==> config.mk <==
export PLATFORM = sky130hd
export DESIGN_NAME = tges_status
export DESIGN_NICKNAME = d
export VERILOG_FILES = /design/src/design/tges_pkg.sv /design/src/design/tges_watchdog.sv /design/src/design/tges_reread.sv /design/src/design/tges_status.sv
export VERILOG_INCLUDE_DIRS = /design/src /design/src/design
export SDC_FILE = /design/constraint.sdc
export NUM_CORES = 1
export LEC_CHECK = 0
export BUFFER_PORTS_ARGS = -buffer_cell sky130_fd_sc_hd__buf_2
export CORE_AREA = 2 2 213 215
export CTS_BUF_LIST = sky130_fd_sc_hd__clkbuf_16
export CTS_CLUSTER_SIZE = 8
export DETAILED_ROUTE_END_ITERATION = 8
export DIE_AREA = 0 0 215 217
export GPL_ROUTABILITY_DRIVEN = 0
export GPL_TIMING_DRIVEN = 0
export PLACE_DENSITY_LB_ADDON = 0.08
export SLEW_MARGIN = 5
export SYNTH_ARGS = -nofsm -noshare
export SYNTH_HDL_FRONTEND = slang
export SYNTH_SLANG_ARGS = --single-unit
==> constraint.sdc <==
create_clock -name clk -period 2.5 [get_ports clk]
set_clock_uncertainty 0.05 [all_clocks]
set_input_delay 0.125 -clock clk [delete_from_list [all_inputs] [get_ports clk]]
set_output_delay 0.125 -clock clk [all_outputs]
set_load 0.01 [all_outputs]
==> src/design/tges_defs.svh <==
// Purpose: timing counts, reset values and encodings for the status block
// Assumes: user-interface clock of 20 MHz
// Notes: included by bare name
`ifndef TGES_DEFS_SVH
`define TGES_DEFS_SVH
`define TGES_CLK_MHZ 20
`define TGES_WDOG_US 100
`define TGES_WDOG_CYC (`TGES_WDOG_US * `TGES_CLK_MHZ)
`define TGES_REREAD_NUM 4
`define TGES_PTR_W 6
`define TGES_PTR_EXIT_BIT 5
`define TGES_ERR_WRITE 1'b0
`define TGES_ERR_READ 1'b1
`define TGES_FLAG_RST 1'b0
`endif

==> src/design/tges_pkg.sv <==
// Purpose: shared types for the status block
// Assumes: nothing
// Notes: constants live in tges_defs.svh
package tges_pkg;
  typedef enum logic [1:0] {
    SRC_DEFAULT,
    SRC_DIRECT,
    SRC_TABLE
  } tges_src_t;
  typedef enum logic [2:0] {
    ST_IDLE,
    ST_RUN,
    ST_REREAD_ISSUE,
    ST_REREAD_WAIT,
    ST_HALT,
    ST_DONE
  } tges_state_t;
endpackage

==> src/design/tges_watchdog.sv <==
// Purpose: timeout on missing command accept or read return
// Assumes: activity pulses from same clock
// Notes: flag holds until a clear pulse
`timescale 1ns/10ps
`include "tges_defs.svh"
module tges_watchdog #(
  parameter int TIMEOUT = `TGES_WDOG_CYC
) (
  input wire logic clk,
  input wire logic reset_n,
  input wire logic ce,
  input wire logic armed,
  input wire logic activity,
  input wire logic clearHang,
  output logic hang
);
  localparam int CW = $clog2(TIMEOUT + 1);
  logic [CW-1:0] cnt_ff;
  logic hang_ff;
  if (TIMEOUT < 1) begin
    $error("timeout must be at least one cycle");
  end
  always_ff @(posedge clk) begin
    if (!reset_n) begin
      cnt_ff <= '0;
    end else if (ce) begin
      if (!armed || activity || clearHang) begin
        cnt_ff <= '0;
      end else if (cnt_ff != CW'(TIMEOUT)) begin
        cnt_ff <= cnt_ff + CW'(1);
      end
    end
  end
  // set wins over clear so a late timeout is not lost
  always_ff @(posedge clk) begin
    if (!reset_n) begin
      hang_ff <= `TGES_FLAG_RST;
    end else if (ce) begin
      if (armed && !activity && cnt_ff == CW'(TIMEOUT - 1)) begin
        hang_ff <= 1'b1;
      end else if (clearHang) begin
        hang_ff <= 1'b0;
      end
    end
  end
  assign hang = hang_ff;
endmodule

==> src/design/tges_reread.sv <==
// Purpose: classify first fault by repeated reads of the failing address
// Assumes: one read data word per issued read, in order
// Notes: start is a one-cycle pulse
`timescale 1ns/10ps
`include "tges_defs.svh"
module tges_reread #(
  parameter int DW = 32,
  parameter int NREAD = `TGES_REREAD_NUM
) (
  input wire logic clk,
  input wire logic reset_n,
  input wire logic ce,
  input wire logic start,
  input wire logic [DW-1:0] firstBad,
  input wire logic cmdTaken,
  input wire logic rdValid,
  input wire logic [DW-1:0] rdData,
  output logic issue,
  output logic finished,
  output logic kind
);
  localparam int NW = $clog2(NREAD + 1);
  logic [NW-1:0] sent_ff;
  logic [NW-1:0] got_ff;
  logic busy_ff;
  logic diff_ff;
  logic finished_ff;
  if (NREAD < 1) begin
    $error("need at least one re-read");
  end
  assign issue = busy_ff && (sent_ff != NW'(NREAD));
  always_ff @(posedge clk) begin
    if (!reset_n) begin
      busy_ff <= 1'b0;
      sent_ff <= '0;
      got_ff <= '0;
      diff_ff <= 1'b0;
      finished_ff <= 1'b0;
    end else if (ce) begin
      finished_ff <= 1'b0;
      if (start) begin
        busy_ff <= 1'b1;
        sent_ff <= '0;
        got_ff <= '0;
        diff_ff <= 1'b0;
      end else if (busy_ff) begin
        if (issue && cmdTaken) begin
          sent_ff <= sent_ff + NW'(1);
        end
        if (rdValid) begin
          got_ff <= got_ff + NW'(1);
          if (rdData != firstBad) begin
            diff_ff <= 1'b1;
          end
          if (got_ff == NW'(NREAD - 1)) begin
            busy_ff <= 1'b0;
            finished_ff <= 1'b1;
          end
        end
      end
    end
  end
  // same wrong value every time means it was stored wrong
  assign kind = diff_ff ? `TGES_ERR_READ : `TGES_ERR_WRITE;
  assign finished = finished_ff;
endmodule

==> src/design/tges_status.sv <==
// Purpose: status, error classification and source select of traffic gen
// Assumes: all inputs on the user-interface clock
// Notes: pattern generation lives elsewhere; this tracks and steers it
// Contract
// - error kind means something only while its valid bit is 1.
// - error kind is 0 for write error, 1 for read error.
// - completion flag rises once all programmed instructions finish.
// - endless instruction loops never raise the completion flag.
// - write-read mode instruction finishing pulses write-phase-done.
// - hang flag sets when commands or read data stall past timeout.
// - accumulated mismatch flag holds once any mismatch is seen.
// - clear, continue or restart trigger clears accumulated mismatch.
// - three instruction sources: default memory, direct, table.
// - direct enable takes all instruction fields from direct inputs.
// - with checking on, first mismatch triggers several re-reads.
// - all re-reads same wrong value means write error.
// - any re-read differing from first wrong value means read error.
// - first mismatch pattern and address are captured and held.
// - checking on halts after first error; off keeps running.
// - pointer with top bit of six set is exit; 0-31 valid.
`timescale 1ns/10ps
`include "tges_defs.svh"
module tges_status #(
  parameter int DW = 32,
  parameter int AW = 28,
  parameter int IW = 64,
  parameter int TIMEOUT = `TGES_WDOG_CYC,
  parameter int NREAD = `TGES_REREAD_NUM
) (
  input wire logic clk,
  input wire logic reset_n,
  input wire logic ce,
  input wire logic clearErrorsTrigger,
  input wire logic resumeAfterErrorTrigger,
  input wire logic trafficRestartTrigger,
  input wire logic errorKindCheckEnable,
  input wire logic directInstructionEnable,
  input wire logic tableSelect,
  input wire logic [IW-1:0] directInstruction,
  input wire logic [`TGES_PTR_W-1:0] directNextPointer,
  input wire logic [IW-1:0] defaultInstruction,
  input wire logic [`TGES_PTR_W-1:0] defaultNextPointer,
  input wire logic [IW-1:0] tableInstruction,
  input wire logic [`TGES_PTR_W-1:0] tableNextPointer,
  input wire logic instrStart,
  input wire logic instrEnd,
  input wire logic instrWriteRead,
  input wire logic cmdIssue,
  input wire logic cmdAccepted,
  input wire logic rdDataValid,
  input wire logic [DW-1:0] rdData,
  input wire logic [DW-1:0] expData,
  input wire logic [AW-1:0] rdAddr,
  output logic [IW-1:0] activeInstruction,
  output logic [`TGES_PTR_W-1:0] activeSlot,
  output logic trafficRun,
  output logic rereadIssue,
  output logic [AW-1:0] rereadAddr,
  output logic errorKindResult,
  output logic errorKindValid,
  output logic trafficCompleteFlag,
  output logic writePhaseDonePulse,
  output logic hangDetectFlag,
  output logic accumulatedMismatchFlag,
  output logic firstMismatchValid,
  output logic [DW-1:0] firstMismatchPattern,
  output logic [AW-1:0] firstMismatchLocation,
  output logic mismatchValid,
  output logic [DW-1:0] mismatchPattern,
  output logic [AW-1:0] mismatchLocation
);
  tges_pkg::tges_state_t state_ff;
  tges_pkg::tges_src_t src;
  logic [`TGES_PTR_W-1:0] slot_ff;
  logic [`TGES_PTR_W-1:0] nextPtr;
  logic [DW-1:0] firstRead_ff;
  logic firstValid_ff;
  logic [DW-1:0] firstPat_ff;
  logic [AW-1:0] firstAddr_ff;
  logic accum_ff;
  logic kind_ff;
  logic kindValid_ff;
  logic done_ff;
  logic wrDone_ff;
  logic errValid_ff;
  logic [DW-1:0] errPat_ff;
  logic [AW-1:0] errAddr_ff;
  logic clearAll;
  logic mismatch;
  logic rrStart;
  logic rrFinished;
  logic rrKind;
  logic rrCmdTaken;
  logic rrValid;
  logic wdArmed;
  logic wdActivity;
  logic rrIssue;
  logic wdClear;

  // reject widths the capture registers cannot hold
  if (DW < 1 || AW < 1 || IW < 1) begin
    $error("widths must be positive");
  end
  if (TIMEOUT < 1 || NREAD < 1) begin
    $error("timeout and re-read count must be positive");
  end
  if (`TGES_PTR_EXIT_BIT >= `TGES_PTR_W) begin
    $error("exit bit outside the pointer");
  end

  function automatic logic isExit(input logic [`TGES_PTR_W-1:0] p);
    return p[`TGES_PTR_EXIT_BIT];
  endfunction

  assign clearAll = clearErrorsTrigger || resumeAfterErrorTrigger ||
    trafficRestartTrigger;
  assign mismatch = rdDataValid && (rdData != expData) &&
    state_ff == tges_pkg::ST_RUN;

  // source choice: direct wins, then table, else default memory
  always_comb begin
    if (directInstructionEnable) begin
      src = tges_pkg::SRC_DIRECT;
    end else if (tableSelect) begin
      src = tges_pkg::SRC_TABLE;
    end else begin
      src = tges_pkg::SRC_DEFAULT;
    end
  end

  always_comb begin
    case (src)
      tges_pkg::SRC_DIRECT: begin
        activeInstruction = directInstruction;
        nextPtr = directNextPointer;
      end
      tges_pkg::SRC_TABLE: begin
        activeInstruction = tableInstruction;
        nextPtr = tableNextPointer;
      end
      default: begin
        activeInstruction = defaultInstruction;
        nextPtr = defaultNextPointer;
      end
    endcase
  end
  assign activeSlot = slot_ff;
  assign trafficRun = state_ff == tges_pkg::ST_RUN;

  // main sequencing
  always_ff @(posedge clk) begin
    if (!reset_n) begin
      state_ff <= tges_pkg::ST_IDLE;
      slot_ff <= '0;
    end else if (ce) begin
      case (state_ff)
        tges_pkg::ST_IDLE: begin
          if (instrStart) begin
            state_ff <= tges_pkg::ST_RUN;
          end
        end
        tges_pkg::ST_RUN: begin
          if (mismatch && errorKindCheckEnable && !firstValid_ff) begin
            state_ff <= tges_pkg::ST_REREAD_ISSUE;
          end else if (instrEnd) begin
            if (isExit(nextPtr)) begin
              state_ff <= tges_pkg::ST_DONE;
            end else begin
              // looping pointers never reach done
              slot_ff <= nextPtr;
            end
          end
        end
        tges_pkg::ST_REREAD_ISSUE: begin
          state_ff <= tges_pkg::ST_REREAD_WAIT;
        end
        tges_pkg::ST_REREAD_WAIT: begin
          if (rrFinished) begin
            state_ff <= tges_pkg::ST_HALT;
          end
        end
        tges_pkg::ST_HALT: begin
          if (resumeAfterErrorTrigger) begin
            state_ff <= tges_pkg::ST_RUN;
          end
        end
        tges_pkg::ST_DONE: begin
          state_ff <= tges_pkg::ST_DONE;
        end
        default: begin
          state_ff <= tges_pkg::ST_IDLE;
        end
      endcase
      if (trafficRestartTrigger) begin
        state_ff <= tges_pkg::ST_IDLE;
        slot_ff <= '0;
      end
    end
  end

  always_ff @(posedge clk) begin
    if (!reset_n) begin
      done_ff <= `TGES_FLAG_RST;
    end else if (ce) begin
      if (trafficRestartTrigger) begin
        done_ff <= 1'b0;
      end else if (state_ff == tges_pkg::ST_RUN && instrEnd &&
          isExit(nextPtr)) begin
        done_ff <= 1'b1;
      end
    end
  end

  always_ff @(posedge clk) begin
    if (!reset_n) begin
      wrDone_ff <= 1'b0;
    end else if (ce) begin
      // registered pulse, cleared the next cycle
      wrDone_ff <= instrEnd && instrWriteRead &&
        state_ff == tges_pkg::ST_RUN;
    end
  end

  // first error capture, set wins over clear
  always_ff @(posedge clk) begin
    if (!reset_n) begin
      firstValid_ff <= `TGES_FLAG_RST;
      firstPat_ff <= '0;
      firstAddr_ff <= '0;
      firstRead_ff <= '0;
    end else if (ce) begin
      if (mismatch && !firstValid_ff) begin
        firstValid_ff <= 1'b1;
        firstPat_ff <= rdData ^ expData;
        firstAddr_ff <= rdAddr;
        firstRead_ff <= rdData;
      end else if (clearAll) begin
        firstValid_ff <= 1'b0;
      end
    end
  end

  always_ff @(posedge clk) begin
    if (!reset_n) begin
      accum_ff <= `TGES_FLAG_RST;
    end else if (ce) begin
      if (mismatch) begin
        accum_ff <= 1'b1;
      end else if (clearAll) begin
        accum_ff <= 1'b0;
      end
    end
  end

  // running mismatch report, mainly useful with checking off
  always_ff @(posedge clk) begin
    if (!reset_n) begin
      errValid_ff <= 1'b0;
      errPat_ff <= '0;
      errAddr_ff <= '0;
    end else if (ce) begin
      errValid_ff <= mismatch;
      if (mismatch) begin
        errPat_ff <= rdData ^ expData;
        errAddr_ff <= rdAddr;
      end
    end
  end

  always_ff @(posedge clk) begin
    if (!reset_n) begin
      kindValid_ff <= `TGES_FLAG_RST;
      kind_ff <= `TGES_ERR_WRITE;
    end else if (ce) begin
      if (rrFinished) begin
        kindValid_ff <= 1'b1;
        kind_ff <= rrKind;
      end else if (clearAll) begin
        kindValid_ff <= 1'b0;
      end
    end
  end

  assign rrStart = state_ff == tges_pkg::ST_REREAD_ISSUE;
  assign rrCmdTaken = cmdAccepted && state_ff == tges_pkg::ST_REREAD_WAIT;
  assign rrValid = rdDataValid && state_ff == tges_pkg::ST_REREAD_WAIT;

  tges_reread #(
    .DW(DW),
    .NREAD(NREAD)
  ) uReread (
    .clk(clk),
    .reset_n(reset_n),
    .ce(ce),
    .start(rrStart),
    .firstBad(firstRead_ff),
    .cmdTaken(rrCmdTaken),
    .rdValid(rrValid),
    .rdData(rdData),
    .issue(rrIssue),
    .finished(rrFinished),
    .kind(rrKind)
  );
  assign rereadAddr = firstAddr_ff;
  // gated by state so a restart mid-classify stops stray re-reads
  assign rereadIssue = rrIssue &&
    state_ff == tges_pkg::ST_REREAD_WAIT;

  // armed only while traffic or re-reads are in flight
  assign wdArmed = state_ff == tges_pkg::ST_RUN ||
    state_ff == tges_pkg::ST_REREAD_WAIT;
  assign wdActivity = cmdAccepted || rdDataValid || !(cmdIssue ||
    rereadIssue || state_ff == tges_pkg::ST_REREAD_WAIT);

  // continue leaves hang set so a stalled controller stays visible
  assign wdClear = clearErrorsTrigger || trafficRestartTrigger;
  tges_watchdog #(
    .TIMEOUT(TIMEOUT)
  ) uWatchdog (
    .clk(clk),
    .reset_n(reset_n),
    .ce(ce),
    .armed(wdArmed),
    .activity(wdActivity),
    .clearHang(wdClear),
    .hang(hangDetectFlag)
  );

  assign errorKindResult = kind_ff;
  assign errorKindValid = kindValid_ff;
  assign trafficCompleteFlag = done_ff;
  assign writePhaseDonePulse = wrDone_ff;
  assign accumulatedMismatchFlag = accum_ff;
  assign firstMismatchValid = firstValid_ff;
  assign firstMismatchPattern = firstPat_ff;
  assign firstMismatchLocation = firstAddr_ff;
  assign mismatchValid = errValid_ff;
  assign mismatchPattern = errPat_ff;
  assign mismatchLocation = errAddr_ff;
endmodule

Yosys cells after proc, flatten, opt, wreduce, memory -nomap -nowiden
Index checks and enable logic that the tools add are counted.
- memories kept: 0
- bits of input ports: 317
- bits in writable memories: 0
- word-level logic and storage cells: 148
- flip-flop bits (word level): 189
- latch bits: 0
- output and inout port bits: 228
- memory bits (read-only): 0
- $add $sub $neg: 3
- bitwise logic cells: 1
- shift operators: 0
- reduce and logical (&&, ||, !) cells: 57
- div/mod/pow operators: 0
- equality and inequality tests: 20
- multiplexer cells: 46
- multiply operators: 0
- order comparisons: 0
- operators by type and width (kind ; count):
    $pmux 64 s2 ; 1
    $ne 32x32->1 ; 2
    $mux 3 ; 13
    $xor 32x32->32 ; 1
    $mux 6 ; 5
    $reduce_bool 2->1 ; 12
    $mux 11 ; 2
    $mux 1 ; 21
    $pmux 3 s6 ; 1
    $reduce_and 2->1 ; 9
    $logic_and 1x1->1 ; 16
    $pmux 6 s2 ; 1
    $add 11x1->11 const B ; 1
    $eq 11x11->1 const B ; 1
    $ne 11x11->1 const B ; 1
    $logic_or 1x1->1 ; 10
    $eq 3x2->1 const B ; 3
    $ne 3x3->1 const B ; 3
    $add 3x1->3 const B ; 2
    $eq 3x3->1 const B ; 2
    $reduce_and 3->1 ; 2
    $reduce_and 6->1 ; 1
    $reduce_and 5->1 ; 1
    $logic_not 1->1 ; 4
    other kinds (10) ; 12

Longest topological paths before layout
Gate-level depths: netlist of the first run.
- word-level depth: 12
- gate-level depth with buffers: 9
- gate-level depth less buffers: 8

By module
Synthesis of the first run repeated with hierarchy kept, for this count alone.
- cells, all modules: 1207
- area, all modules: 9889.5 sq um
- by module, submodules not included (module ; seq. area each (sq um) ; cells each ; times used ; area an instance (sq um)):
    tges_status ; 3343.2 ; 1030 ; 1 ; 8326.7
    tges_reread ; 180.2 ; 92 ; 1 ; 802.0
    tges_watchdog ; 240.2 ; 85 ; 1 ; 760.7

Worst setup path before layout of the first run
OpenSTA, ideal clock, no wires.
- kind: register to register
- start: register uWatchdog.cnt_ff[0]
- end: register uWatchdog.cnt_ff[4]
- stages on the path, launching flop included: 9
- library setup time: 128 ps
- data arrival time: 1909 ps
- path buffers: 0
- period minus slack after synthesis: 2086 ps
- path slack: 414 ps
- data required time: 2322 ps
- path through: dfxtp_1 inv_1 ha_1 or4bb_1 o31ai_1 a21boi_1 nand3_1 xor2_1 nor2_1
- longest elaborated chain between the ends: 3
- elaborated cells on any way between the ends: 6
- those cells by class: add/sub: 1; eq/ne: 1; mux: 2; reduce/logical: 2
- RTL lines (item ; RTL line ; RTL):
    from (decl) ; tges_watchdog.sv:18 ; logic [CW-1:0] cnt_ff;
    from (signal assigned) ; tges_watchdog.sv:30 ; cnt_ff <= cnt_ff + CW'(1);
    $add 11x1->11 or $ne 11x11->1 (tied branches) ; tges_watchdog.sv:30, tges_watchdog.sv:29 ;
    $mux 11 or $reduce_bool 2->1 (tied branches) ; n/a ;
    $mux 11 or $reduce_and 2->1 (tied branches) ; n/a ;
Several ways; a longest one is shown, not always the timed one. The select of a mux whose other input is x is not followed.
A chain may end at the register's enable or synchronous reset.

Worst setup path after layout of the first run
- start: input rdData[27]
- end: register errAddr_ff[25] (netlist: mismatchLocation[25])
- longest elaborated chain between the ends: 4
- RTL lines (item ; RTL line ; RTL):
    from (decl) ; tges_status.sv:51 ; input wire logic [DW-1:0] rdData,
    $ne 32x32->1 ; tges_status.sv:117 ; assign mismatch = rdDataValid && (rdData != expData) &&
    $logic_and 1x1->1 (2 in series) ; tges_status.sv:117 ;
    $reduce_and 2->1 (no source line) ; n/a ;
    to (signal assigned) ; tges_status.sv:265 ; errAddr_ff <= rdAddr;
    to (decl) ; tges_status.sv:87 ; logic [AW-1:0] errAddr_ff;
Every way passes these cells.

==> tab_implementation.tex, run 1 <==
\begin{tabular}{lr}
\hline
Metric & Value \\
\hline
\multicolumn{2}{l}{\textbf{Status}} \\
Outcome & finished, final reports clean \\
\multicolumn{2}{l}{\textbf{Critical path}} \\
Slowest cell on the critical path & sky130\_fd\_sc\_hd\_\_or4\_1 \\
Crit start category & primary input \\
Critical Path Max Stage Delay & approximately 700 ps \\
Critical-path cell list & buf\_2 > xnor2\_2 > nand4\_1 > or4\_1 > o21a\_1 > clkdlybuf4s15\_2 > mux2i\_1 > nor2\_1 \\
Buffering stage count on the worst path with inverters included & 2 \\
Critical path start-end classification & in2reg \\
Family of cells with the greatest summed delay on the critical path & simple AND/OR/NAND/NOR gates \\
Critical Path AT & 2620 ps \\
Critical Path End Type & flop \\
Maximum net fanout on the critical path & 10 \\
Data required time at the worst endpoint & $\sim$2800 ps \\
\multicolumn{2}{l}{\textbf{Drt}} \\
Average vias per placed instance & 4.43 \\
Via count & 10569 \\
Mean routed wirelength per cell & 20.9 um \\
Initial DRT Pass Iterations & 7 \\
Final routed wirelength across all metal layers & about 50000 um \\
DRC violation count after routing & 0 \\
ANT nets after route & 0 \\
Initial DRC Count & 450 \\
\multicolumn{2}{l}{\textbf{Clock tree}} \\
Clock latency at the later pin of the worst-skew pair & 460 ps \\
Root cell of the clock tree & sky130\_fd\_sc\_hd\_\_clkbuf\_16 \\
Number of buffers inserted during clock tree synthesis & 17 \\
Number of buffers on the longest clock path & 2 \\
TritonCTS clock tree & done \\
Clock-pin transition on the worst setup and hold timing paths & roughly 70 ps \\
Number of clock sinks & about 190 \\
Clock H-tree levels & 4 \\
\multicolumn{2}{l}{\textbf{Logic synthesis}} \\
Post-Syn Area per Cell & slightly below 9 um\^{}2 \\
Flip-flop and latch count after synthesis & about 190 \\
Share of the yosys chip area belonging to registers & 38.2\% \\
Netlist area before placement & 9840 um\^{}2 \\
Largest area contributor in the netlist & sky130\_fd\_sc\_hd\_\_dfxtp\_1 \\
Yosys cell types & 50 \\
Most common flop cell mapped by yosys & sky130\_fd\_sc\_hd\_\_dfxtp\_1 \\
Number of warnings reported in the yosys synthesis log & 0 \\
Async set-reset flop share out of synthesis & 0\% \\
Number of flops mapped to enable cells by yosys & 0 \\
Proportion of netlist area held by the largest area contributor & a little under two fifths \\
Post-Syn Instances & 1137 \\
Synth top area cells & sky130\_fd\_sc\_hd\_\_dfxtp\_1 (38\%), sky130\_fd\_sc\_hd\_\_mux2i\_1 (11\%), sky130\_fd\_sc\_hd\_\_nand2\_1 (8.5\%) \\
Net count after synthesis & 1460 \\
\multicolumn{2}{l}{\textbf{Floorplan}} \\
Die ar. & 46700 um\^{}2 \\
Row count & 78 \\
DIE WIDTH & 215 um \\
Area of the core & between 40000 and 50000 um\^{}2 \\
Overall die height & 217 um \\
Starting density of the core & approximately 22\% \\
Boundary pin count & 545 \\
\multicolumn{2}{l}{\textbf{Final layout}} \\
Fillers & 4906 \\
Area added between synthesis and finish & 48.6\% \\
Layout net count & 2090 \\
Post-Route Utilization & 32.7\% \\
Multi-input gate area in the final layout & 5420 um\^{}2 \\
Post-route standard cell area excluding fillers & 14600 um\^{}2 \\
Proportion of layout cells with a drive suffix above 1 & approximately two fifths \\
Flip-flop and latch area & about 3800 um\^{}2 \\
\multicolumn{2}{l}{\textbf{Pwr}} \\
Internal power & 5190 uW \\
Leakage & 0.00647 uW \\
Worst vdd ir & 484 uV \\
Power Density & 505 nW/um\^{}2 \\
Design Power & 7390 uW \\
Part of the power in registers & 42.2\% \\
Net Sw Power & 2200 uW \\
Clock group share of total power & 36.7\% \\
Relative contribution of combinational cells to total power & 21.2\% \\
Switching share of power & between 20 and 30\% \\
\multicolumn{2}{l}{\textbf{Global routing}} \\
Largest net degree at the start of global routing & 20 \\
Combined global-route utilization of all metal layers & 20.6\% \\
Via count of the first global-routing pass & 10394 \\
Total grt overflow & 0 \\
Initial antenna violation count & 21 \\
Wire length of the first global-routing pass & around 70000 um \\
\multicolumn{2}{l}{\textbf{STA}} \\
Tightest slew margin relative to the limit & between 30 and 40\% \\
Setup TNS Final & 0 ps \\
Clock period minus final worst setup slack & between 2000 and 2500 ps \\
Fmax & roughly 0.43 GHz \\
Final period utilization & 93.4\% \\
Worst-margin pin slew & between 900 and 1000 ps \\
Hold violation count in the final report & 0 \\
Final setup violating endpoints & 0 \\
Count of pins over their slew limit & 0 \\
RSZ-0062 raised after global routing & no \\
\multicolumn{2}{l}{\textbf{Placed design}} \\
Post-detail-place hpwl & 40500 um \\
Number of buffers inserted by port buffering & between 500 and 600 \\
DP Area & 13300 um\^{}2 \\
\multicolumn{2}{l}{\textbf{Flow run}} \\
Number of max-capacitance violations reported & 0 \\
\multicolumn{2}{l}{\textbf{Min path}} \\
Worst hold-check path type & in2reg \\
\hline
\end{tabular}
synthesized netlist by cell type, types with 2 or more instances:
cell type	instances
sky130_fd_sc_hd__a211oi_1	10
sky130_fd_sc_hd__a211oi_2	56
sky130_fd_sc_hd__a21oi_1	76
sky130_fd_sc_hd__and2_1	2
sky130_fd_sc_hd__and3_1	2
sky130_fd_sc_hd__buf_1	7
sky130_fd_sc_hd__buf_2	12
sky130_fd_sc_hd__buf_4	30
sky130_fd_sc_hd__buf_6	16
sky130_fd_sc_hd__clkbuf_1	41
sky130_fd_sc_hd__dfxtp_1	188
sky130_fd_sc_hd__ha_1	6
sky130_fd_sc_hd__inv_1	11
sky130_fd_sc_hd__mux2i_1	104
sky130_fd_sc_hd__nand2_1	224
sky130_fd_sc_hd__nand2b_1	2
sky130_fd_sc_hd__nand3_1	17
sky130_fd_sc_hd__nand4_1	25
sky130_fd_sc_hd__nor2_1	117
sky130_fd_sc_hd__nor3_1	5
sky130_fd_sc_hd__nor4_1	4
sky130_fd_sc_hd__o21ai_0	75
sky130_fd_sc_hd__o31ai_1	2
sky130_fd_sc_hd__o41ai_1	2
sky130_fd_sc_hd__or4_1	6
sky130_fd_sc_hd__xnor2_1	39
sky130_fd_sc_hd__xnor2_2	28
sky130_fd_sc_hd__xor2_1	8
path summary, 6_finish.rpt:
kind | from | end | slack [ps] | depth (start not counted)
max | rdData[27] | mismatchLocation[25] | 160 | 8
max reg2reg | state_ff[2] | mismatchLocation[25] | 230 | 7
min reg2reg | writePhaseDonePulse | writePhaseDonePulse | 410 | 2
min | expData[4] | mismatchPattern[4] | 30 | 3
tightest hold or removal path, delay by kind of cell:
kind / cells / cell delay (ps)
buffers and inverters: 1 / 100
XOR/XNOR: 1 / 180
AO/OA/AOI/OAI: 1 / 80
power groups by stage:
stage               combinational [uW]  clock, uW  sequential (uW)
floorplan                          679          0             3200
global placement                  1470          0             3180
detailed placement                1470          0             3190
CTS                               1580       2800             3120
global route                      1690       2900             3120
finish                            1570       2710             3120
sequential cells by signal (all words and copies together) (netlist names), 3 cells and up:
register	cells
uReread.sent_ff	3
mismatchPattern	32
firstMismatchPattern	32
mismatchLocation	28
activeSlot	5
firstRead_ff	32
uWatchdog.cnt_ff	11
uReread.got_ff	3
firstMismatchLocation	28
state_ff	3
what timing repair did:
item                                    in CTS  in global routing
hold buffers                                72                  0
setup buffers                                0                  0
hold endpoints to repair                   104                  0
cloned                                       0                  0
endpoints found under the setup margin      16                 29
gates resized for setup                      3                  4
final cells by class:
cell class,count,area share (%)
Clock inverter,14,0.907
Tap cell,600,5.13
Sequential cell,188,25.7
Clock buffer,17,2.91
Inverter,12,0.308
Multi-Input combinational cell,831,37.0
Timing Repair Buffer,613,23.4
Buffer,104,4.42
Antenna cell,9,0.154
cell families (layout without fill, tap and decap cells):
family,after synthesis,in the layout,share of synthesized area (%)
other,1,10,0.0381
AOI/OAI and AO/OA,232,232,16.8
xor gates and xnor gates,75,75,8.81
and+or+nand+nor,413,413,17.7
DFF,188,188,38.2
muxes,104,104,10.6
buffers and inverters,118,760,7.02
adders and majority gates,6,6,0.763
metrics by stage:
stage	cells	setup WS [ps]	hold slack, ps
2_1_floorplan	1137	414	210
3_3_place_gp	2278	-363	330
3_5_place_dp	2278	-386	334
4_1_cts	2380	9.35	2.20
5_1_grt	2387	42.8	16.7
6_report	2388	164	25.3
layout by cell type (no fill, tap or decap), types with 4 or more instances in the layout:
cell type                       netlist  layout
sky130_fd_sc_hd__nand3_1             17      17
sky130_fd_sc_hd__a21oi_1             76      76
sky130_fd_sc_hd__a211oi_1            10      10
sky130_fd_sc_hd__nor4_1               4       4
sky130_fd_sc_hd__buf_4               30      30
sky130_fd_sc_hd__clkbuf_16            0      17
sky130_fd_sc_hd__buf_1                7       5
sky130_fd_sc_hd__buf_2               12     553
sky130_fd_sc_hd__nand2_1            224     224
sky130_fd_sc_hd__dlygate4sd3_1        0      72
sky130_fd_sc_hd__nand4_1             25      25
sky130_fd_sc_hd__nor2_1             117     116
sky130_fd_sc_hd__clkbuf_1            41      39
sky130_fd_sc_hd__o21ai_0             75      75
sky130_fd_sc_hd__mux2i_1            104     104
sky130_fd_sc_hd__xor2_1               8       8
sky130_fd_sc_hd__xnor2_1             39      39
sky130_fd_sc_hd__inv_1               11      13
sky130_fd_sc_hd__xnor2_2             28      28
sky130_fd_sc_hd__diode_2              0       9
sky130_fd_sc_hd__dfxtp_1            188     188
sky130_fd_sc_hd__ha_1                 6       6
sky130_fd_sc_hd__a211oi_2            56      56
sky130_fd_sc_hd__or4_1                6       6
sky130_fd_sc_hd__buf_6               16      16
sky130_fd_sc_hd__nor3_1               5       5
routing by layer:
layer / share of wire, % / global-route usage [%] / vias to the layer above
li1: - / - / 5139
met1: 39 / 22.9 / 4979
met2: 52 / 37.7 / 376
met3: 6.1 / 5.12 / 67
met4: 2.6 / 7.98 / 8
met5: 0.11 / 0 / -
Note: power is estimated with default switching activity, not from simulation.
==> inputs of run 2 (changes only) <==
BUFFER_PORTS_ARGS = -buffer_cell sky130_fd_sc_hd__buf_4   (was -buffer_cell sky130_fd_sc_hd__buf_2)
RECOVER_POWER = 50   (was default)
==> tab_implementation.tex, run 2 (synthesis results as in run 1) <==
\begin{tabular}{lr}
\hline
Metric & Value \\
\hline
\multicolumn{2}{l}{\textbf{Final layout}} \\
Fillers & 4919 \\
Multi-input gate area in the final layout & around 5400 um\^{}2 \\
Proportion of layout cells with a drive suffix above 1 & 31.5\% \\
Post-Route Utilization & 34.7\% \\
Layout net count & $\sim$2100 \\
Most common cell after layout, fill and taps aside & sky130\_fd\_sc\_hd\_\_buf\_4 \\
Most used cells in the layout excluding fill and tap cells & sky130\_fd\_sc\_hd\_\_buf\_4 (383), sky130\_fd\_sc\_hd\_\_nand2\_1 (224), sky130\_fd\_sc\_hd\_\_clkbuf\_1 (203), sky130\_fd\_sc\_hd\_\_dfxtp\_1 (188), sky130\_fd\_sc\_hd\_\_nor2\_1 (116) \\
Flip-flop and latch area & 3760 um\^{}2 \\
Area added between synthesis and finish & 57.4\% \\
Number of standard cells in the layout, taps in and fillers out & between 2000 and 2500 \\
\multicolumn{2}{l}{\textbf{Clock tree}} \\
Clock latency at the later pin of the worst-skew pair & 460 ps \\
Clock H-tree levels & 4 \\
Number of buffers inserted during clock tree synthesis & 17 \\
Number of clock sinks & 188 \\
Root cell of the clock tree & sky130\_fd\_sc\_hd\_\_clkbuf\_16 \\
Number of buffers on the longest clock path & 2 \\
Clock-pin transition on the worst setup and hold timing paths & 70 ps \\
TritonCTS clock tree & done \\
Post-CTS Repair Setup Buffers & 0 \\
\multicolumn{2}{l}{\textbf{Critical path}} \\
Critical path start-end classification & in2reg \\
Critical Path Max Stage Delay & between 600 and 700 ps \\
Family of cells with the greatest summed delay on the critical path & buffers and inverters \\
Critical register-to-register path startpoint & state\_ff[2] \\
Buffering stage count on the worst path with inverters included & 5 \\
Maximum net fanout on the critical path & 10 \\
Critical-path cell list & dlygate4sd3\_1 > buf\_4 > xnor2\_4 > nand4\_1 > or4\_1 > o211a\_1 > buf\_4 > buf\_6 > buf\_6 > nand2\_1 > a21oi\_1 \\
CP Launch Point & expData[0] \\
Crit start category & primary input \\
Critical Path End Type & flop \\
Slowest cell on the critical path & sky130\_fd\_sc\_hd\_\_or4\_1 \\
Critical Path AT & 2650 ps \\
Data required time at the worst endpoint & between 2000 and 3000 ps \\
\multicolumn{2}{l}{\textbf{Status}} \\
Outcome & finished, final reports clean \\
\multicolumn{2}{l}{\textbf{Drt}} \\
Mean routed wirelength per cell & 21.2 um \\
Average vias per placed instance & 4.40 \\
DRC violation count after routing & 0 \\
ANT nets after route & 0 \\
Final routed wirelength across all metal layers & 50900 um \\
Initial DRC Count & 502 \\
Initial DRT Pass Iterations & 4 \\
Via count & between 10000 and 15000 \\
\multicolumn{2}{l}{\textbf{STA}} \\
Worst-margin pin slew & 1040 ps \\
Tightest slew margin relative to the limit & 30.4\% \\
Final period utilization & 95.5\% \\
Worst Setup Slack, final & 111 ps \\
Count of pins over their slew limit & 0 \\
Clock period minus final worst setup slack & 2390 ps \\
RSZ-0062 raised after global routing & no \\
Hold violation count in the final report & 0 \\
Final setup violating endpoints & 0 \\
Fmax & 0.419 GHz \\
\multicolumn{2}{l}{\textbf{Placed design}} \\
Post-detail-place hpwl & between 40000 and 50000 um \\
Placed Cells incl. Taps & 2278 \\
Worst setup slack before clock tree synthesis & -354 ps \\
Number of buffers inserted by port buffering & 541 \\
\multicolumn{2}{l}{\textbf{Global routing}} \\
Largest net degree at the start of global routing & 20 \\
Met3 track demand over resource & about 5.3\% \\
Total grt overflow & 0 \\
Combined global-route utilization of all metal layers & 21.3\% \\
GR met1 Demand/Resource & 23.8\% \\
Wire length of the first global-routing pass & 72700 um \\
Via count of the first global-routing pass & 10756 \\
Met2 Track Usage GR & just under 40\% \\
Initial antenna violation count & 7 \\
GR peak layer & met2 \\
\multicolumn{2}{l}{\textbf{Floorplan}} \\
Area of the core & 44700 um\^{}2 \\
Row count & 78 \\
Die ar. & 46700 um\^{}2 \\
Boundary pin count & around 550 \\
Starting density of the core & 22.0\% \\
Overall die height & 217 um \\
DIE WIDTH & 215 um \\
\multicolumn{2}{l}{\textbf{Pwr}} \\
Worst vdd ir & 510 uV \\
Design Power & 7680 uW \\
Power Density & 495 nW/um\^{}2 \\
Leakage & 0.00617 uW \\
\multicolumn{2}{l}{\textbf{Min path}} \\
Hold path startpoint & clearErrorsTrigger \\
Worst hold-check path type & in2reg \\
\multicolumn{2}{l}{\textbf{Flow run}} \\
Number of max-capacitance violations reported & 0 \\
\hline
\end{tabular}
run 2: changes by cell type in the layout (fill, tap and decap cells not counted), sizes merged, moves of 5 or more:
cell         before  now
dlygate4sd3      72   79
inv              14   19
buf             604  412
clkbuf           57  250
run 2: layer usage:
layer	vias up	share of wire [%]	routed length [um]
li1	5156	-	-
met1	4982	39	20000
met2	358	52	26400
met3	53	6.0	3030
met4	0	2.9	1490
met5	-	0	0
run 2: cell type report:
class,instances,area share (%)
sequential,188,24.3
inverter,12,0.291
clock inverter,15,1.05
buffer,105,4.24
tap,600,4.84
antenna,7,0.113
timing repair buffer,620,27.4
multi-input combinational,831,35.1
clock buffer,17,2.75
run 2: power by group:
group | switching (uW) | internal [uW]
logic | 907 | 833
clock network | 1330 | 1490
registers | 48.1 | 3070
run 2: what timing repair did:
| item | 4_1_cts | 5_1_grt |
|---|---|---|
| pin swaps | 0 | 0 |
| hold endpoints to repair | 115 | 0 |
| hold buffers | 79 | 0 |
| gates resized for setup | 3 | 10 |
| endpoints found under the setup margin | 15 | 72 |
run 2: worst register-to-register path, stage by stage, from the launching register on:
cell                              delay (ps)
sky130_fd_sc_hd__dfxtp_1                 360
sky130_fd_sc_hd__nand2b_1                150
sky130_fd_sc_hd__nand2b_1                230
sky130_fd_sc_hd__nor2_2                  320
sky130_fd_sc_hd__o21a_1                  260
sky130_fd_sc_hd__clkdlybuf4s15_2         510
sky130_fd_sc_hd__mux2i_1                 240
sky130_fd_sc_hd__nor2_1                   50
run 2: per-stage QoR:
| stage | hold slack [ps] | area [um^2] | setup TNS, ps |
|---|---|---|---|
| 2_1_floorplan | 210 | 9840 | 0 |
| 3_3_place_gp | 323 | 14700 | -19160 |
| 3_5_place_dp | 328 | 14700 | -22500 |
| 4_1_cts | 2.32 | 16000 | 0 |
| 5_1_grt | 8.05 | 15500 | 0 |
| 6_report | 15.4 | 15500 | 0 |
run 2: final timing paths:
| path | to | slack (ps) | depth (start not counted) |
|---|---|---|---|
| min | uWatchdog.cnt_ff[10] | 20 | 4 |
| min reg2reg | errorKindValid | 420 | 2 |
| max reg2reg | mismatchLocation[25] | 200 | 7 |
| max | firstMismatchLocation[1] | 110 | 11 |
==> inputs of run 3 (changes only) <==
==> constraint.sdc (replaced) <==
create_clock -name clk -period 2.5 [get_ports clk]
set_clock_uncertainty 0.05 [all_clocks]
set_input_delay 0.25 -clock clk [delete_from_list [all_inputs] [get_ports clk]]
set_output_delay 0.25 -clock clk [all_outputs]
set_load 0.01 [all_outputs]
==> tab_implementation.tex, run 3 (synthesis results as in run 1) <==
\begin{tabular}{lr}
\hline
Metric & Value \\
\hline
\multicolumn{2}{l}{\textbf{Final layout}} \\
Post-Route Utilization & 33.9\% \\
Fillers & 4928 \\
Most common cell after layout, fill and taps aside & sky130\_fd\_sc\_hd\_\_buf\_4 \\
Multi-input gate area in the final layout & 5410 um\^{}2 \\
Most used cells in the layout excluding fill and tap cells & sky130\_fd\_sc\_hd\_\_buf\_4 (389), sky130\_fd\_sc\_hd\_\_nand2\_1 (224), sky130\_fd\_sc\_hd\_\_clkbuf\_1 (199), sky130\_fd\_sc\_hd\_\_dfxtp\_1 (188), sky130\_fd\_sc\_hd\_\_nor2\_1 (117) \\
Layout net count & 2064 \\
Proportion of layout cells with a drive suffix above 1 & roughly a third \\
Flip-flop and latch area & 3760 um\^{}2 \\
Area added between synthesis and finish & 53.9\% \\
\multicolumn{2}{l}{\textbf{Critical path}} \\
Critical Path AT & approximately 2700 ps \\
Maximum net fanout on the critical path & 10 \\
Critical-path cell list & buf\_4 > xnor2\_2 > nand4\_1 > or4\_1 > o21a\_1 > clkdlybuf4s18\_2 > nor2\_1 > a211oi\_2 \\
Data required time at the worst endpoint & 2750 ps \\
Family of cells with the greatest summed delay on the critical path & simple AND/OR/NAND/NOR gates \\
Slowest cell on the critical path & sky130\_fd\_sc\_hd\_\_or4\_1 \\
Critical Path End Type & flop \\
Critical path start-end classification & in2reg \\
Critical Path Max Stage Delay & 690 ps \\
Buffering stage count on the worst path with inverters included & 2 \\
Crit start category & primary input \\
\multicolumn{2}{l}{\textbf{Global routing}} \\
Wire length of the first global-routing pass & 71400 um \\
Initial antenna violation count & 8 \\
Combined global-route utilization of all metal layers & 20.9\% \\
Total grt overflow & 0 \\
Via count of the first global-routing pass & 10591 \\
Largest net degree at the start of global routing & 20 \\
\multicolumn{2}{l}{\textbf{Drt}} \\
Length of routed met3 wiring & $\sim$3200 um \\
Via count & 10385 \\
Average vias per placed instance & 4.40 \\
Met2 wire len & 26100 um \\
Top layer in use & met5 \\
Initial DRC Count & 439 \\
Met1 wire length & 19200 um \\
Final routed wirelength across all metal layers & between 50000 and 60000 um \\
Initial DRT Pass Iterations & 5 \\
Mean routed wirelength per cell & 21.2 um \\
DRC violation count after routing & 0 \\
ANT nets after route & 0 \\
\multicolumn{2}{l}{\textbf{Flow run}} \\
Number of max-capacitance violations reported & 0 \\
\multicolumn{2}{l}{\textbf{Placed design}} \\
Post-detail-place hpwl & just over 40000 um \\
Number of buffers inserted by port buffering & 541 \\
\multicolumn{2}{l}{\textbf{STA}} \\
Final period utilization & 96.9\% \\
WHS & approximately 31 ps \\
Hold violation count in the final report & 0 \\
Fmax & 0.413 GHz \\
Final setup violating endpoints & 0 \\
Tightest slew margin relative to the limit & 31.1\% \\
Clock period minus final worst setup slack & 2420 ps \\
Worst-margin pin slew & approximately 1000 ps \\
RSZ-0062 raised after global routing & no \\
Count of pins over their slew limit & 0 \\
\multicolumn{2}{l}{\textbf{Pwr}} \\
Design Power & around 7600 uW \\
Leakage & about 0.0060 uW \\
Relative contribution of combinational cells to total power & 22.0\% \\
Switching share of power & 29.7\% \\
Internal power & 5350 uW \\
Clock group share of total power & 37.0\% \\
Net Sw Power & 2260 uW \\
Power Density & 503 nW/um\^{}2 \\
Worst vdd ir & 511 uV \\
Part of the power in registers & 40.9\% \\
\multicolumn{2}{l}{\textbf{Clock tree}} \\
Root cell of the clock tree & sky130\_fd\_sc\_hd\_\_clkbuf\_16 \\
Number of clock sinks & 188 \\
Clock latency at the later pin of the worst-skew pair & 460 ps \\
Clock H-tree levels & 4 \\
Number of buffers on the longest clock path & 2 \\
TritonCTS clock tree & done \\
Number of buffers inserted during clock tree synthesis & 17 \\
Clock-pin transition on the worst setup and hold timing paths & 80 ps \\
Post-CTS Repair Setup Buffers & 0 \\
\multicolumn{2}{l}{\textbf{Floorplan}} \\
Boundary pin count & $\sim$550 \\
Area of the core & 44700 um\^{}2 \\
Overall die height & 217 um \\
Die ar. & roughly 47000 um\^{}2 \\
Row count & 78 \\
Starting density of the core & between 20\% and 30\% \\
DIE WIDTH & 215 um \\
\multicolumn{2}{l}{\textbf{Min path}} \\
Worst hold-check path type & in2reg \\
\multicolumn{2}{l}{\textbf{Status}} \\
Outcome & finished, final reports clean \\
\hline
\end{tabular}
[run 3: cell types whose count changed in the layout (fill, tap and decap cells not counted), moves of 3 or more]
cell,previous run,this run
sky130_fd_sc_hd__dlygate4sd3_1,79,45
sky130_fd_sc_hd__buf_4,383,389
sky130_fd_sc_hd__clkbuf_1,203,199
sky130_fd_sc_hd__xnor2_2,26,29
[run 3: cell type report]
type,instances,area share (%)
Antenna cell,7,0.116
Buffer,105,4.32
Clock buffer,17,2.81
Clock inverter,15,1.07
Inverter,12,0.297
Multi-Input combinational cell,831,35.7
Sequential cell,188,24.8
Tap cell,600,4.96
Timing Repair Buffer,586,25.9
[run 3: what timing repair did]
item                                   in CTS  in global routing
hold buffers                               44                  1
setup endpoints to repair                  37                 29
endpoints found under the hold margin      72                  1
gates resized for setup                     7                  4
[run 3: worst register-to-register path, stage by stage (launching register included)]
cell	delay (ps)
sky130_fd_sc_hd__dfxtp_1	360
sky130_fd_sc_hd__nand2b_1	150
sky130_fd_sc_hd__nand2b_1	220
sky130_fd_sc_hd__nor2_1	370
sky130_fd_sc_hd__o21a_1	270
sky130_fd_sc_hd__clkdlybuf4s18_2	500
sky130_fd_sc_hd__mux2i_1	240
sky130_fd_sc_hd__nor2_1	50
[run 3: layer usage]
layer / GRT usage (%) / vias up
li1: - / 5094
met1: 23.0 / 4881
met2: 38.2 / 354
met3: 5.55 / 54
met4: 8.30 / 2
met5: 0 / -
[run 3: worst paths after layout]
path	start	to	slack (ps)	depth (start not counted)
max	rdData[27]	mismatchPattern[15]	80	8
min	rdData[28]	firstRead_ff[28]	30	3
max reg2reg	state_ff[2]	mismatchLocation[25]	170	7
min reg2reg	errorKindValid	errorKindValid	420	2
[run 3: power groups by stage]
stage | Sequential, uW | Clock, uW | Combinational (uW)
after detailed placement | 3190 | 0 | 1700
after CTS | 3120 | 2930 | 1770
after global placement | 3190 | 0 | 1700
after global routing | 3120 | 3030 | 1810
after floorplan | 3200 | 0 | 679
final | 3120 | 2820 | 1680
[run 3: stage by stage]
stage	cell area [um^2]	std cells	worst slack [ps]	TNS (ps)
floorplan	9840	1137	414	0
CTS	15700	2353	16.8	0
finish	15100	2361	77.3	0
detailed placement	14700	2278	-493	-45710
global route	15100	2361	4.50	0
global placement	14700	2278	-518	-42310
